$ cat config.mk
export PLATFORM = sky130hd
export DESIGN_NAME = full_duplex_serial_port
export DESIGN_NICKNAME = d
export VERILOG_FILES = /design/src/common/serial_port_pkg.sv /design/src/hdl/full_duplex_serial_port.sv
export VERILOG_INCLUDE_DIRS = /design/src /design/src/common
export SDC_FILE = /design/constraint.sdc
export NUM_CORES = 1
export LEC_CHECK = 0
export BUFFER_PORTS_ARGS = -buffer_cell sky130_fd_sc_hd__buf_2
export CORE_UTILIZATION = 51
export CTS_CLUSTER_DIAMETER = 150
export DETAILED_ROUTE_END_ITERATION = 8
export PLACE_DENSITY = 0.73
export SYNTH_ARGS = -nofsm -noshare
export SYNTH_HDL_FRONTEND = slang
export SYNTH_SLANG_ARGS = --single-unit
$ cat constraint.sdc
create_clock -name core_clk -period 9.1 [get_ports core_clk]
set_clock_uncertainty 0.05 [all_clocks]
set_input_delay 0.91 -clock core_clk [delete_from_list [all_inputs] [get_ports core_clk]]
set_output_delay 0.91 -clock core_clk [all_outputs]
set_load 0.02 [all_outputs]
$ cat src/common/serial_port_regs.svh
// Register offsets, field positions, reset values and rate counts of the serial port
`ifndef SERIAL_PORT_REGS_SVH
`define SERIAL_PORT_REGS_SVH
`define OFS_SERIAL_CONTROL 8'h98
`define OFS_SERIAL_BUFFER 8'h9C
`define OFS_POWER_CONTROL 8'hA0
`define OFS_SLAVE_ADDRESS 8'hA4
`define OFS_SLAVE_MASK 8'hA8
`define CTL_MODE_HIGH 7
`define CTL_MODE_LOW 6
`define CTL_ADDR_FILTER 5
`define CTL_RX_ENABLE 4
`define CTL_TX_NINTH 3
`define CTL_RX_NINTH 2
`define CTL_TX_DONE 1
`define CTL_RX_DONE 0
`define PWR_BAUD_DOUBLE 7
`define PWR_ERR_SELECT 6
`define RST_CONTROL 8'h00
`define RST_POWER 8'h00
`define RST_SLAVE 8'h00
`define MODE0_PHASES 4'hC
`define MODE0_HIGH_PHASE 4'h6
`define OVERSAMPLE_LAST 4'hF
`define OVERSAMPLE_MID 4'h7
`define MODE2_DIV_SLOW 2'h3
`define MODE2_DIV_FAST 2'h1
`endif

$ cat src/common/serial_port_pkg.sv
// Types shared by the serial port design
package serial_port_pkg;
  typedef enum logic [1:0] {
    MODE_SHIFT, MODE_UART8, MODE_UART9_FIXED, MODE_UART9_VAR
  } port_mode_t;
  typedef enum {TX_IDLE, TX_SHIFT0, TX_UART} tx_state_t;
  typedef enum {RX_IDLE, RX_SHIFT0, RX_UART} rx_state_t;
endpackage

$ cat src/hdl/full_duplex_serial_port.sv
// Full-duplex receive-buffered serial port with APB register access
// Function
// - Transmit and receive run at once in UART modes; unread byte blocks the next, which is lost.
// - Buffer writes load the transmit register; reads return the receive register.
// - Two mode bits select shift, 8-bit variable, 9-bit fixed, 9-bit variable.
// - Any buffer write starts a transmission in every mode.
// - Shift mode receives when receive flag clear, receive enabled and transmitter idle.
// - UART modes receive on start bit only while receive enabled.
// - Shift mode: data on receive pin, clock on transmit pin, 8 bits LSB first.
// - 8-bit mode frame is start, 8 data, stop; stop bit stored as ninth.
// - 9-bit frame adds transmit ninth bit; received ninth stored, stop ignored.
// - Fixed 9-bit mode runs at oscillator/32 or oscillator/64.
// - Variable 9-bit mode equals fixed one but rate comes from timer overflow.
// - Transmit flag set after eighth shift bit or at stop start; software clears.
// - Receive flag set after eighth shift bit or mid stop bit; software clears.
// - Filter on in 9-bit modes: flag only for matching address bytes.
// - Filter on in 8-bit mode: flag needs valid stop and address match.
// - Receive enable permits reception; cleared it blocks any new reception.
// - Bad stop bit sets framing error; only software write clears it.
// - Control bit 7 is high mode bit or framing error, by access select.
// - Fixed 9-bit rate is oscillator/64 with doubling clear, /32 when set.
// - Given address is slave address with mask-zero bits ignored.
// - Broadcast address is address OR mask, zeros ignored; both reset to zero.
`include "serial_port_regs.svh"
module full_duplex_serial_port (
  // Clock and reset
  input wire logic core_clk,
  input wire logic rst,
  // APB slave
  input wire logic psel,
  input wire logic penable,
  input wire logic pwrite,
  input wire logic [7:0] paddr,
  input wire logic [31:0] pwdata,
  output logic [31:0] prdata,
  output logic pready,
  output logic pslverr,
  // Baud source
  input wire logic timer_ovf,
  // Serial pins
  input wire logic rxd_in,
  output logic rxd_out,
  output logic rxd_oe,
  output logic txd
);
  logic [7:0] ctl_r, pwr_r, slave_address_r, slave_address_mask_r, rxbuf_r, txdata_r;
  logic fe_r, ovf_half_r, rxd_d_r, tx_line_r, rx_done_set, tx_done_set, fe_set, rx_abort;
  logic [1:0] div_r;
  logic [3:0] tx_sub_r, rx_sub_r, tx_bit_r, rx_bit_r;
  logic [10:0] tx_sh_r;
  logic [8:0] rx_sh_r;
  serial_port_pkg::tx_state_t tx_st_r;
  serial_port_pkg::rx_state_t rx_st_r;

  // Bus decode
  wire access = psel && penable;
  wire wr = access && pwrite;
  wire hit_ctl = paddr == `OFS_SERIAL_CONTROL;
  wire hit_buf = paddr == `OFS_SERIAL_BUFFER;
  wire hit_pwr = paddr == `OFS_POWER_CONTROL;
  wire hit_sa = paddr == `OFS_SLAVE_ADDRESS;
  wire hit_sm = paddr == `OFS_SLAVE_MASK;
  wire hit = hit_ctl || hit_buf || hit_pwr || hit_sa || hit_sm;
  wire ctl_wr = wr && hit_ctl;
  wire buf_wr = wr && hit_buf;
  wire err_sel = pwr_r[`PWR_ERR_SELECT];
  wire baud_double = pwr_r[`PWR_BAUD_DOUBLE];
  wire [7:0] ctl_view = {err_sel ? fe_r : ctl_r[`CTL_MODE_HIGH], ctl_r[6:0]};
  wire [7:0] rd_byte = hit_ctl ? ctl_view : hit_buf ? rxbuf_r : hit_pwr ? pwr_r :
                       hit_sa ? slave_address_r : hit_sm ? slave_address_mask_r : 8'h00;
  assign prdata = {24'h000000, rd_byte};
  assign pready = 1'b1;
  assign pslverr = access && !hit;

  serial_port_pkg::port_mode_t mode;
  assign mode = serial_port_pkg::port_mode_t'(ctl_r[7:6]);
  wire is_shift = mode == serial_port_pkg::MODE_SHIFT;
  wire is_uart8 = mode == serial_port_pkg::MODE_UART8;
  wire rx_en = ctl_r[`CTL_RX_ENABLE];
  wire filter = ctl_r[`CTL_ADDR_FILTER];
  wire rx_done = ctl_r[`CTL_RX_DONE];

  wire [1:0] div_lim = baud_double ? `MODE2_DIV_FAST : `MODE2_DIV_SLOW;
  wire tick16 = (mode == serial_port_pkg::MODE_UART9_FIXED) ? (div_r == div_lim) :
                (timer_ovf && (baud_double || ovf_half_r));
  // Fixed mode at the slow rate
  wire fixed_slow = mode == serial_port_pkg::MODE_UART9_FIXED && !baud_double;
  always_ff @(posedge core_clk) begin
    if (rst) begin
      div_r <= 2'h0;
      ovf_half_r <= 1'b0;
    end else begin
      div_r <= (div_r == div_lim) ? 2'h0 : div_r + 2'h1;
      ovf_half_r <= timer_ovf ? !ovf_half_r : ovf_half_r;
    end
  end

  // Transmitter
  wire [3:0] tx_last = is_uart8 ? 4'h9 : 4'hA;
  wire tx_phase_end = tx_sub_r == `MODE0_PHASES - 4'h1;
  wire tx_bit_end = (tx_st_r == serial_port_pkg::TX_UART) && tick16 &&
                    (tx_sub_r == `OVERSAMPLE_LAST);
  // Frame image: stop, ninth or stop, data, start
  wire [10:0] tx_frame = {1'b1, is_uart8 ? 1'b1 : ctl_r[`CTL_TX_NINTH], txdata_r, 1'b0};
  always_ff @(posedge core_clk) begin
    if (rst) begin
      tx_st_r <= serial_port_pkg::TX_IDLE;
      tx_sub_r <= 4'h0;
      tx_bit_r <= 4'h0;
      tx_sh_r <= 11'h7FF;
      txdata_r <= 8'h00;
    end else if (buf_wr) begin
      txdata_r <= pwdata[7:0];
      tx_st_r <= is_shift ? serial_port_pkg::TX_SHIFT0 : serial_port_pkg::TX_UART;
      tx_sub_r <= 4'h0;
      tx_bit_r <= 4'h0;
      tx_sh_r <= is_shift ? {3'h7, pwdata[7:0]} : 11'h7FF;
    end else begin
      unique case (tx_st_r)
        serial_port_pkg::TX_IDLE: begin
          tx_sub_r <= 4'h0;
        end
        serial_port_pkg::TX_SHIFT0: begin
          tx_sub_r <= tx_phase_end ? 4'h0 : tx_sub_r + 4'h1;
          if (tx_phase_end) begin
            tx_sh_r <= {1'b1, tx_sh_r[10:1]};
            tx_bit_r <= tx_bit_r + 4'h1;
            if (tx_bit_r == 4'h7) begin
              tx_st_r <= serial_port_pkg::TX_IDLE;
            end
          end
        end
        serial_port_pkg::TX_UART: begin
          if (tick16) begin
            tx_sub_r <= tx_sub_r + 4'h1;
          end
          // First bit time loads the frame, later ones shift it
          if (tx_bit_end) begin
            tx_bit_r <= tx_bit_r + 4'h1;
            tx_sh_r <= (tx_bit_r == 4'h0) ? {1'b1, tx_frame[10:1]} : {1'b1, tx_sh_r[10:1]};
            if (tx_bit_r == tx_last) begin
              tx_st_r <= serial_port_pkg::TX_IDLE;
            end
          end
        end
      endcase
    end
  end
  wire tx_uart_start = tx_st_r == serial_port_pkg::TX_UART && tx_bit_r == 4'h0;
  wire tx_uart_bit = tx_uart_start ? 1'b0 : tx_sh_r[0];
  // Done after eighth shift bit or entering stop bit
  assign tx_done_set = (tx_st_r == serial_port_pkg::TX_SHIFT0 && tx_phase_end &&
                        tx_bit_r == 4'h7) || (tx_bit_end && tx_bit_r == tx_last - 4'h1);

  // Receiver
  wire [3:0] rx_last = is_uart8 ? 4'h9 : 4'hA;
  wire rx_phase_end = rx_sub_r == `MODE0_PHASES - 4'h1;
  wire rx_sample = (rx_st_r == serial_port_pkg::RX_UART) && tick16 &&
                   (rx_sub_r == `OVERSAMPLE_MID);
  wire rx_stop = rx_sample && rx_bit_r == rx_last;
  wire m0_rx_go = is_shift && rx_en && !rx_done && tx_st_r == serial_port_pkg::TX_IDLE;
  // Start bit edge only while enabled
  wire uart_rx_go = !is_shift && rx_en && rxd_d_r && !rxd_in;
  assign rx_abort = rx_sample && rx_bit_r == 4'h0 && rxd_in;
  always_ff @(posedge core_clk) begin
    if (rst) begin
      rx_st_r <= serial_port_pkg::RX_IDLE;
      rx_sub_r <= 4'h0;
      rx_bit_r <= 4'h0;
      rx_sh_r <= 9'h000;
      rxd_d_r <= 1'b1;
    end else begin
      rxd_d_r <= rxd_in;
      unique case (rx_st_r)
        serial_port_pkg::RX_IDLE: begin
          rx_sub_r <= 4'h0;
          rx_bit_r <= 4'h0;
          if (m0_rx_go) begin
            rx_st_r <= serial_port_pkg::RX_SHIFT0;
          end else if (uart_rx_go) begin
            rx_st_r <= serial_port_pkg::RX_UART;
          end
        end
        serial_port_pkg::RX_SHIFT0: begin
          rx_sub_r <= rx_phase_end ? 4'h0 : rx_sub_r + 4'h1;
          // Sample at end of each bit, LSB first
          if (rx_phase_end) begin
            rx_sh_r <= {1'b0, rxd_in, rx_sh_r[7:1]};
            rx_bit_r <= rx_bit_r + 4'h1;
            if (rx_bit_r == 4'h7) begin
              rx_st_r <= serial_port_pkg::RX_IDLE;
            end
          end
        end
        serial_port_pkg::RX_UART: begin
          if (tick16) begin
            rx_sub_r <= rx_sub_r + 4'h1;
          end
          if (rx_sample) begin
            rx_bit_r <= rx_bit_r + 4'h1;
            if (rx_bit_r != 4'h0 && !rx_stop) begin
              rx_sh_r <= {rxd_in, rx_sh_r[8:1]};
            end
            if (rx_abort || rx_stop) begin
              rx_st_r <= serial_port_pkg::RX_IDLE;
            end
          end
        end
      endcase
    end
  end
  wire m0_rx_end = rx_st_r == serial_port_pkg::RX_SHIFT0 && rx_phase_end && rx_bit_r == 4'h7;
  wire [7:0] rx_byte = m0_rx_end ? {rxd_in, rx_sh_r[7:1]} :
                       is_uart8 ? rx_sh_r[8:1] : rx_sh_r[7:0];
  // Ninth bit: stop bit in 8-bit mode, data ninth otherwise
  wire rx_ninth = is_uart8 ? rxd_in : rx_sh_r[8];
  wire given_hit = ((rx_byte ^ slave_address_r) & slave_address_mask_r) == 8'h00;
  wire bcast_hit = (~rx_byte & (slave_address_r | slave_address_mask_r)) == 8'h00;
  wire addr_hit = given_hit || bcast_hit;
  wire filter_ok = !filter || (is_uart8 ? (rxd_in && addr_hit) : (rx_ninth && addr_hit));
  // Store only when receive flag is clear
  assign rx_done_set = !rx_done && (m0_rx_end || (rx_stop && filter_ok));
  assign fe_set = rx_stop && !rxd_in;

  // Registers
  wire [7:0] wb = pwdata[7:0];
  always_ff @(posedge core_clk) begin
    if (rst) begin
      ctl_r <= `RST_CONTROL;
      pwr_r <= `RST_POWER;
      slave_address_r <= `RST_SLAVE;
      slave_address_mask_r <= `RST_SLAVE;
      rxbuf_r <= 8'h00;
      fe_r <= 1'b0;
    end else begin
      if (wr && hit_pwr) begin
        pwr_r <= wb;
      end
      if (wr && hit_sa) begin
        slave_address_r <= wb;
      end
      if (wr && hit_sm) begin
        slave_address_mask_r <= wb;
      end
      if (ctl_wr && !err_sel) begin
        ctl_r[7] <= wb[7];
      end
      if (ctl_wr) begin
        ctl_r[6:3] <= wb[6:3];
      end
      if (rx_done_set) begin
        rxbuf_r <= rx_byte;
        ctl_r[`CTL_RX_NINTH] <= is_shift ? ctl_r[`CTL_RX_NINTH] : rx_ninth;
      end else if (ctl_wr) begin
        ctl_r[`CTL_RX_NINTH] <= wb[`CTL_RX_NINTH];
      end
      ctl_r[`CTL_TX_DONE] <= tx_done_set || (ctl_wr ? wb[1] : ctl_r[`CTL_TX_DONE]);
      ctl_r[`CTL_RX_DONE] <= rx_done_set || (ctl_wr ? wb[0] : ctl_r[`CTL_RX_DONE]);
      fe_r <= fe_set || ((ctl_wr && err_sel) ? wb[7] : fe_r);
    end
  end

  // Pins: shift clock low first half of each bit
  wire m0_tx = tx_st_r == serial_port_pkg::TX_SHIFT0;
  wire m0_rx = rx_st_r == serial_port_pkg::RX_SHIFT0;
  wire m0_clk = m0_tx ? (tx_sub_r >= `MODE0_HIGH_PHASE) : (rx_sub_r >= `MODE0_HIGH_PHASE);
  always_ff @(posedge core_clk) begin
    if (rst) begin
      tx_line_r <= 1'b1;
    end else begin
      tx_line_r <= tx_uart_bit;
    end
  end
  assign txd = (m0_tx || m0_rx) ? m0_clk :
               (tx_st_r == serial_port_pkg::TX_UART) ? tx_line_r : 1'b1;
  assign rxd_out = tx_sh_r[0];
  assign rxd_oe = m0_tx;
endmodule

After elaboration in Yosys (flattened, before gate mapping)
Cells that the tools add are included.

word-level totals
  flip-flop bits (word level) = 154
  input bits = 47
  logic and storage cells = 215

cells by class
  add/sub/neg operators = 6
  $lt $le $gt $ge = 2
  equality and inequality tests = 40
  mux-type cells = 60
  bitwise logic cells = 5
  reductions and logical operators = 80

operators with widths
  kind                                            number
  2-to-1 mux 32 bit                               11
  == test 32 x 2 -> 1 bit, second input constant  4
  logical NOT 32 bit                              3
  one-hot mux 32 bit (3 select lines)             1
  == test 32 x 1 -> 1 bit, second input constant  2
  == test 32 x 3 -> 1 bit, second input constant  2
  2-to-1 mux 8 bit                                8
  one-hot mux 32 bit (2 select lines)             1
  == test 8 bit, second input constant            5
  logical AND 1 bit                               36
  one-hot mux 4 bit (3 select lines)              3
  2-to-1 mux 11 bit                               3
  2-to-1 mux 4 bit                                8
  2-to-1 mux 9 bit                                3
  one-hot mux 11 bit (2 select lines)             1
  != test 2 bit, second input constant            10
  one-hot mux 9 bit (2 select lines)              1
  adder 4 x 1 -> 4 bit, second input constant     4
  AND 8 bit                                       2
  logical NOT 8 bit                               2
  2-to-1 mux 1 bit                                15
  != test 3 bit, second input constant            5
  logical OR 1 bit                                14
  == test 4 x 3 -> 1 bit, second input constant   3
  25 further kinds                                46

Logic depth before layout (Yosys ltp)
Gate-level depths: netlist (run 1).

  word-level depth = 16
  depth in mapped cells = 13
  depth with buffers taken out = 10

Least setup slack after synthesis (run 1)
No wires, ideal clock.

  kind = input port to output port
  from = in paddr[3]
  to = out prdata[0]
  arrival = 2.132 ns
  required time = 8.140 ns
  slack = 6.008 ns
  stages on the path = 6
  path through = clkbuf_1 buf_1 mux2i_1 nor2_1 a21oi_1 o22ai_1

between the ends
  cells in the longest elaborated chain, start to end = 6
  elaborated cells on any way between the ends = 10
  those cells by class = 5 x eq/ne; 5 x mux

RTL lines
  what                            RTL line                       RTL
  from (decl)                     full_duplex_serial_port.sv:33  input wire logic [7:0] paddr,
  == test 8 bit (no source line)  n/a
  2-to-1 mux 8 bit (2 in a row)   full_duplex_serial_port.sv:70  hit_sa ? slave_address_r : hit_sm ? slave_address_mask_r : 8'h00;
  2-to-1 mux 8 bit (2 in a row)   full_duplex_serial_port.sv:69  wire [7:0] rd_byte = hit_ctl ? ctl_view : hit_buf ? rxbuf_r : hit_pwr ? pwr_r :
  2-to-1 mux 8 bit (*)            full_duplex_serial_port.sv:69
  to (decl)                       full_duplex_serial_port.sv:35  output logic [31:0] prdata,

Every way passes the cells marked *; elsewhere a longest branch is shown, timed or not.

Worst setup path after layout (run 1)
  from = reg rx_st_r[1]
  to = reg ctl_r[2]

between the ends
  cells in the longest elaborated chain, start to end = 16
  elaborated cells on any way between the ends = 26
  those cells by class = 3 x eq/ne; 3 x mux; 4 x bitwise; 16 x reduce/logical

RTL lines
  what                                                                         RTL line                                                        RTL
  from (decl)                                                                  full_duplex_serial_port.sv:53                                   serial_port_pkg::rx_state_t rx_st_r;
  from (signal assigned)                                                       full_duplex_serial_port.sv:167                                  rx_st_r <= serial_port_pkg::RX_IDLE;
  from (signal assigned)                                                       full_duplex_serial_port.sv:179                                  rx_st_r <= serial_port_pkg::RX_SHIFT0;
  from (signal assigned)                                                       full_duplex_serial_port.sv:181                                  rx_st_r <= serial_port_pkg::RX_UART;
  == test 32 x 2 -> 1 bit                                                      full_duplex_serial_port.sv:212                                  wire m0_rx_end = rx_st_r == serial_port_pkg::RX_SHIFT0 && rx_phase_end && rx_bit_r == 4'h7;
  logical AND 1 bit (2 in a row)                                               full_duplex_serial_port.sv:212
  2-to-1 mux 8 bit                                                             full_duplex_serial_port.sv:213                                  wire [7:0] rx_byte = m0_rx_end ? {rxd_in, rx_sh_r[7:1]} :
  bitwise XOR 8 bit / NOT 8 bit (equally long branches)                        full_duplex_serial_port.sv:217, full_duplex_serial_port.sv:218
  AND 8 bit (on tied branches)                                                 full_duplex_serial_port.sv:217, full_duplex_serial_port.sv:218
  logical NOT 8 bit (on tied branches)                                         full_duplex_serial_port.sv:217, full_duplex_serial_port.sv:218
  logical OR 1 bit                                                             full_duplex_serial_port.sv:219                                  wire addr_hit = given_hit || bcast_hit;
  logical AND 1 bit                                                            full_duplex_serial_port.sv:220                                  wire filter_ok = !filter || (is_uart8 ? (rxd_in && addr_hit) : (rx_ninth && addr_hit));
  2-to-1 mux 1 bit                                                             full_duplex_serial_port.sv:220
  logical OR 1 bit                                                             full_duplex_serial_port.sv:220
  logical AND 1 bit                                                            full_duplex_serial_port.sv:222                                  assign rx_done_set = !rx_done && (m0_rx_end || (rx_stop && filter_ok));
  logical OR 1 bit (*)                                                         full_duplex_serial_port.sv:222
  logical AND 1 bit (*)                                                        full_duplex_serial_port.sv:222
  != test 2 bit (no source line) / nonzero test 2 bit (equally long branches)  n/a
  AND reduction 2 bit (no source line)                                         n/a
  to (signal assigned)                                                         full_duplex_serial_port.sv:229                                  ctl_r <= `RST_CONTROL;
  to (signal, indexed assignment)                                              full_duplex_serial_port.sv:253                                  ctl_r[`CTL_RX_NINTH] <= is_shift ? ctl_r[`CTL_RX_NINTH] : rx_ninth;
  to (signal, indexed assignment)                                              full_duplex_serial_port.sv:255                                  ctl_r[`CTL_RX_NINTH] <= wb[`CTL_RX_NINTH];
  to (decl)                                                                    full_duplex_serial_port.sv:46                                   logic [7:0] ctl_r, pwr_r, slave_address_r, slave_address_mask_r, rxbuf_r, txdata_r;

Marks and branches as above.
A chain may end at the register's enable or synchronous reset.

==> results by group, run 1 <==
Outcome
  • Status: completed

Power
  • VDD IR-drop max: 114 uV
  • Reg power frac: 56.5%
  • Psw: 187 uW
  • Sw frac: a little over a quarter
  • Power Dens Cells: between 100 and 150 mW/mm^2
  • Clock share of power: 37.9%
  • Lkg Pwr: 0.00217 uW
  • Pint: 531 uW
  • Comb power frac: 5.6%

Clocking
  • CTS Buffer Depth: 2
  • Postcts setup bufs: 0
  • Worst-Skew Late Latency: 0.38 ns
  • TritonCTS clock tree: built
  • CTS Buf Count: 9
  • Hold buffers post-CTS: 0
  • Sink Count: 92
  • Post-CTS Resized: 0
  • H-Tree Depth: 3
  • Root Driver: clkbuf_8
  • CTS clk-pin slew, worst paths: roughly 0.09 ns

Setup path
  • Slack of the worst reg-to-reg path: 5.24 ns
  • Worst r2r src: rx_st_r[1]
  • Crit Reg-Reg Endpoint: ctl_r[2]
  • Worst reg2reg path depth: 10
  • CP Launch Type: register
  • Max FO, Critical Path: 18
  • Crit path kind: reg2reg
  • WP data required: 9.28 ns
  • CP Capture Type: register
  • Crit path DAT: 4.03 ns

Synthesis
  • Area contributors post-synth: dfxtp_1 (35%), mux2i_1 (13%), nor2_1 (6.0%)
  • Main synth FF type: dfxtp_1
  • Yosys cell types: 67
  • Number of synthesized flops with an enable pin: 0
  • Ys async rst share: 0%
  • Synth Register Bits: 92
  • Leading area contributor after synthesis: dfxtp_1
  • Synth warn: 0
  • Post-synth top area share: a little over a third
  • Sequential share of the synthesized area: 34.8%
  • Count leader, synth: dfxtp_1
  • Cell Area, Synth: around 0.0053 sq mm
  • Post-Syn Area per Cell: 8.42 sq um
  • Post-Syn Instances: between 600 and 700
  • Synth top cells by count: dfxtp_1 (92), nor2_1 (84), mux2i_1 (68)

Drt
  • Iter 0 DRT Violations: 307
  • Via count: about 4.4k
  • Wirelength, routed: 12.3 mm
  • Vias per Instance: 5.65
  • Antenna-violating nets left: 0
  • Pre-antenna DRT Iters: 4
  • WL/cell: 15.8 microns
  • # DRC: 0

Final layout
  • FF+latch area: 0.00184 sq mm
  • Multi-input logic area: 0.00312 sq mm
  • Layout cells sized above 1: 13.2%
  • Layout net count: 699
  • Post-route insts no fill: 776
  • Antenna diodes: 0
  • P&R area growth vs syn: 5.68%
  • Filler cell count: ~940

Placement
  • Final Wtd Congestion: a little over 0.8
  • Port-buffer cells: 34
  • DP Cell Count: 760
  • HPWL after DPL: 8.75 mm

GRT
  • Total GRT Usage: 23.6%
  • Vias in the first global route: 4147
  • Largest net degree at the start of global routing: 87
  • Initial antenna violation count: 0
  • Global-route wire length before repair: 20.5 mm
  • Global route overflow: 0

Flow run
  • Max-Cap Viols: 0

Hold path
  • Hold crit path type: reg2reg
  • Hold-critical path depth: 2
  • HP Start: txdata_r[1]
  • Worst Hold Path EP: txdata_r[1]

STA
  • Fmax: roughly 260 MHz
  • Worst-Margin Slew: about 1.2 ns
  • Unrepaired setup endpoints after global routing: no
  • Period utilization: 42.4%
  • Hold Vio Cnt, Final: 0
  • Final Max Slew Viols: 0
  • Slew HR: 21.6%
  • Post-layout min period: approximately 3.9 ns
  • Final setup vio count: 0
  • Final setup TNS: 0 ns

Die
  • Core box area: 0.00991 sq mm
  • Die area: ~0.011 sq mm
  • Floorplan row count: 36
  • Initial Utilization: 53.3%
  • Die width: 104 microns
  • Die Span Y: 104 microns
  • Boundary Pins: 84
[layout make-up]
| class | count | share of cell area (%) |
|---|---|---|
| Inverter | 18 | 1.21 |
| Multi-Input combinational cell | 480 | 55.9 |
| Tap cell | 133 | 2.98 |
| Clock buffer | 11 | 2.71 |
| Clock inverter | 5 | 0.739 |
| Timing Repair Buffer | 37 | 3.45 |
| Sequential cell | 92 | 33.0 |
[placed cells by master, fill, tap and decap left out, drive strengths merged, types with 5 or more instances in the layout]
| cell | netlist | routed |
|---|---|---|
| dfxtp | 92 | 92 |
| nor2 | 86 | 86 |
| mux2i | 68 | 68 |
| nand2 | 60 | 60 |
| buf | 39 | 37 |
| nor3 | 36 | 36 |
| a21oi | 34 | 34 |
| conb | 2 | 25 |
| inv | 18 | 21 |
| ha | 14 | 14 |
| xnor2 | 13 | 13 |
| clkbuf | 22 | 11 |
| o21ai | 11 | 11 |
| o22ai | 9 | 9 |
| nand3 | 9 | 9 |
| o21a | 9 | 9 |
| a211o | 8 | 8 |
| a311oi | 7 | 7 |
| a211oi | 7 | 7 |
| nor2b | 6 | 6 |
| or2 | 6 | 6 |
| nand4b | 6 | 6 |
| a21o | 5 | 5 |
| nand3b | 5 | 5 |
| nand2b | 5 | 5 |
[power by group through the flow]
| stage | clock network, uW | registers [uW] | logic (uW) |
|---|---|---|---|
| finish | 272 | 405 | 40.1 |
| global route | 294 | 405 | 43.7 |
| CTS | 277 | 405 | 39.6 |
| detailed placement | 0 | 414 | 39.5 |
| global placement | 0 | 414 | 39.0 |
| floorplan | 0 | 414 | 34.9 |
[worst max-delay path, stage by stage (launching register included)]
cell and delay (ns):
dfxtp_1 0.34, inv_1 0.09, ha_1 0.34, nand4b_2 0.26, o21ai_4 0.39, mux2i_1 0.43
mux2i_1 0.14, a2111o_1 0.43, a2111oi_4 0.85, o221a_2 0.33, a211oi_2 0.04
[layer usage]
layer  track usage [%]  part of all wire, %  vias up  routed length, microns
li1                  -                    -     2182                       -
met4              8.16                  1.5        0                     186
met1              31.4                   46     2084                    5630
met3              4.03                  4.7       17                     582
met2              38.5                   48      103                    5890
met5                 0                    0        -                       0
[kinds of logic after synthesis]
logic type / share of synthesized area, %
AOI/OAI and AO/OA: 15.3
xor gates and xnor gates: 2.65
adders and majority gates: 3.31
buffers and inverters: 7.77
DFF: 34.8
muxes: 13.1
other: 0.142
and+or+nand+nor: 22.9
[worst max path at each step]
stage | startpoint | end | cells past startpoint | slack [ns]
6_report | rx_st_r[1] | ctl_r[2] | 10 | 5.24
5_1_grt | rx_st_r[1] | ctl_r[2] | 10 | 5.02
4_1_cts | rx_st_r[1] | ctl_r[2] | 10 | 5.32
3_5_place_dp | rx_st_r[1] | ctl_r[2] | 10 | 5.34
3_3_place_gp | rx_st_r[1] | ctl_r[2] | 10 | 5.38
2_1_floorplan | paddr[3] | prdata[0] | 6 | 6.01
[through the flow]
step | area, sq um | hold WS, ns | worst slack, ns | utilization, % | power (uW)
finish | 5590 | 0.410 | 5.24 | 56.4 | 717
global route | 5590 | 0.438 | 5.02 | 56.4 | 744
CTS | 5590 | 0.410 | 5.32 | 56.4 | 722
detailed placement | 5390 | 0.397 | 5.34 | 54.4 | 454
global placement | 5390 | 0.377 | 5.38 | 54.4 | 453
floorplan | 5370 | 0.368 | 6.01 | - | 449
[registers in the layout, indices dropped and copies added, names as in the netlist]
register              count
rxbuf_r                   8
tx_sub_r                  4
ctl_r                     8
rx_st_r                   2
txdata_r                  8
slave_address_r           8
div_r                     2
rx_sh_r                   9
tx_st_r                   2
rx_sub_r                  4
rx_bit_r                  4
tx_bit_r                  4
tx_line_r                 1
pwr_r                     8
ovf_half_r                1
slave_address_mask_r      8
fe_r                      1
tx_sh_r                   9
rxd_d_r                   1
Note: power is estimated with default switching activity, not from simulation.
==> run 2: changes to the inputs <==
clock period = 3.75 ns   (was 9.1 ns; I/O delays follow)
==> run 2 against run 1 <==
Clock power up 140%. Register-to-register slack worse by 5.0 ns. Die area unchanged. Largest power group unchanged. Power up 140%. Utilization up 0.37 points. Non-clock buffer count up 5. Sequential share of layout area down 0.21 points. Worst hold slack worse by 0.17 ns.
==> results by group, run 2 (same netlist as run 1, synthesis figures left out) <==
Outcome
  • Status: completed

Drt
  • WL/cell: 15.4 microns (-2.8%)
  • Pre-antenna DRT Iters: 6 (+2)
  • Iter 0 DRT Violations: 244 (-21%)
  • Via count: 4413 (+0.62%)
  • Wirelength, routed: 12.0 mm (-2.1%)
  • Antenna-violating nets left: 0 (unchanged)
  • Vias per Instance: 5.65 (about the same)
  • # DRC: 0 (unchanged)

Clocking
  • Postcts setup bufs: 0 (unchanged)
  • CTS clk-pin slew, worst paths: 0.09 ns (about the same)
  • Root Driver: clkbuf_8
  • CTS Buf Count: 9 (unchanged)
  • H-Tree Depth: 3 (unchanged)
  • Hold buffers post-CTS: 0 (unchanged)
  • Post-CTS Resized: 0 (unchanged)
  • Worst-Skew Late Latency: 0.36 ns (-0.02 ns)
  • Sink Count: 92 (unchanged)
  • CTS Buffer Depth: 2 (unchanged)
  • TritonCTS clock tree: built

Die
  • Core box area: 0.00991 sq mm (unchanged)
  • Floorplan row count: 36 (unchanged)
  • Boundary Pins: 84 (unchanged)
  • Die width: 104 microns (unchanged)
  • Die Span Y: 104 microns (unchanged)
  • Die area: 0.0108 sq mm (unchanged)
  • Initial Utilization: 53.3% (unchanged)

Final layout
  • Util after Layout: 56.7% (+0.37 points)
  • Layout net count: 704 (+0.72%)
  • Antenna diodes: 0 (unchanged)
  • Most common cell after layout, fill and taps aside: dfxtp_1
  • P&R area growth vs syn: 6.37%
  • Layout cells sized above 1: 13.9% (+0.67 points)
  • Largest regs: rx_sh_r x9, tx_sh_r x9
  • Most frequent cells in the layout: dfxtp_1 (92), nor2_1 (84), mux2i_1 (68)

STA
  • Unrepaired setup endpoints after global routing: no
  • Slew HR: 26.8% (+5.1 points)
  • Period utilization: 93.0% (+51 points)
  • Post-layout min period: 3.49 ns (-0.368 ns)
  • Hold Vio Cnt, Final: 0 (unchanged)
  • Final setup vio count: 0 (unchanged)
  • Fmax: 287 MHz (+11%)
  • Final Max Slew Viols: 0 (unchanged)
  • Final hold slack: 0.235 ns (-0.175 ns)
  • Worst-Margin Slew: 1.10 ns (-0.0772 ns)
  • Final setup TNS: 0 ns (unchanged)

Setup path
  • Crit path kind: reg2reg
  • Crit path DAT: 3.66 ns (-0.37 ns)
  • Worst r2r src: rx_st_r[1]
  • Slowest CP cell: a2111oi_4
  • CP Launch Type: register
  • Slack of the worst reg-to-reg path: 0.26 ns (-4.98 ns)
  • CP Capture Type: register
  • Worst-path cell chain: inv_1, ha_1, nand4b_2, o21ai_4, mux2i_1, mux2i_1, a2111o_1, a2111oi_4, buf_4, o21a_1, nor3_2
  • Worst reg2reg path depth: 11 (+1)
  • Critical path's largest stage delay: 0.55 ns (-0.30 ns)
  • Crit Reg-Reg Endpoint: rxbuf_r[1]
  • Max FO, Critical Path: 10 (-8)
  • Critical Path Most Common Cell: mux2i_1
  • WP data required: 3.92 ns (-5.36 ns)

GRT
  • Global route overflow: 0 (unchanged)
  • Largest net degree at the start of global routing: 45 (-48%)
  • Initial antenna violation count: 0 (unchanged)
  • Total GRT Usage: 23.0% (-0.63 points)
  • Vias in the first global route: 4101 (-1.1%)
  • Global-route wire length before repair: 20.1 mm (-2.1%)

Power
  • Power Dens Cells: 309 mW/mm^2 (+140%)
  • Reg power frac: 56.6% (about the same)
  • VDD IR-drop max: 286 uV (+150%)
  • Lkg Pwr: 0.00220 uW (+1.2%)
  • Psw: 458 uW (+150%)
  • Clock share of power: 37.6% (-0.3 points)
  • Sw frac: 26.4% (+0.35 points)
  • Pint: 1280 uW (+140%)
  • Comb power frac: 5.7% (about the same)

Placement
  • Port-buffer cells: 34 (unchanged)
  • HPWL after DPL: 8.80 mm (+0.50%)
  • Final Wtd Congestion: 0.860 (+4.8%)

Hold path
  • Hold crit path type: in2reg
  • Hold-critical path depth: 3 (+1)
  • Worst Hold Path EP: ovf_half_r
  • HP Start: timer_ovf

Flow run
  • Max-Cap Viols: 0 (unchanged)
-- run 2: cell count changes in the layout (fill, tap and decap cells not counted), sizes merged --
cell / before / now
clkinv: 0 / 1
clkbuf: 11 / 10
inv: 21 / 22
buf: 37 / 42
clkinvlp: 2 / 1
-- run 2: layer usage --
| layer | share of wire, % | wire length (microns) | GRT usage (%) |
|---|---|---|---|
| met1 | 46 | 5540 | 30.9 |
| met5 | 0 | 0 | 0 |
| met4 | 2.2 | 267 | 8.67 |
| met3 | 5.5 | 657 | 4.22 |
| met2 | 46 | 5560 | 36.6 |
-- run 2: area by class of cell --
class	instances	area, sq um
Clock buffer	10	138
Clock inverter	6	53.8
Fill cell	953	4290
Inverter	18	67.6
Multi-Input combinational cell	480	3120
Sequential cell	92	1840
Tap cell	133	166
Timing Repair Buffer	42	230
-- run 2: worst max path at each step --
| stage | startpoint | to | slack (ns) | depth (start not counted) |
|---|---|---|---|---|
| 5_1_grt | rx_st_r[1] | rxbuf_r[1] | 0.02 | 11 |
| 6_report | rx_st_r[1] | rxbuf_r[1] | 0.26 | 11 |
| 2_1_floorplan | rx_st_r[1] | ctl_r[2] | 0.82 | 12 |
| 3_3_place_gp | rx_st_r[1] | rxbuf_r[3] | 0.41 | 11 |
| 4_1_cts | rx_st_r[1] | rxbuf_r[1] | 0.29 | 11 |
| 3_5_place_dp | rx_st_r[1] | rxbuf_r[1] | 0.31 | 11 |
-- run 2: power groups by stage --
| stage | Sequential [uW] | Combinational [uW] | Clock [uW] |
|---|---|---|---|
| after floorplan | 1010 | 84.8 | 0 |
| after global placement | 1010 | 96.8 | 0 |
| after detailed placement | 1010 | 98.1 | 0 |
| after CTS | 983 | 98.3 | 668 |
| after global routing | 984 | 107 | 709 |
| final | 983 | 99.0 | 653 |
-- run 2: worst max-delay path, delay by kind of cell, from the launching register on --
| family | cells | cell delay [ns] |
|---|---|---|
| adder cells (fa/ha/maj) | 1 | 0.34 |
| AO/OA/AOI/OAI | 4 | 1.49 |
| buffers and inverters | 2 | 0.34 |
| flip-flops | 1 | 0.34 |
| multiplexers | 2 | 0.51 |
| AND/OR/NAND/NOR | 2 | 0.29 |
-- run 2: through the flow --
stage	setup WS, ns	total power (uW)	std cells	cell area, sq um
after floorplan	0.819	1090	651	5370
after global placement	0.410	1100	765	5430
after detailed placement	0.309	1100	765	5430
after CTS	0.294	1750	781	5620
after global routing	0.0186	1800	781	5620
final	0.262	1740	781	5620
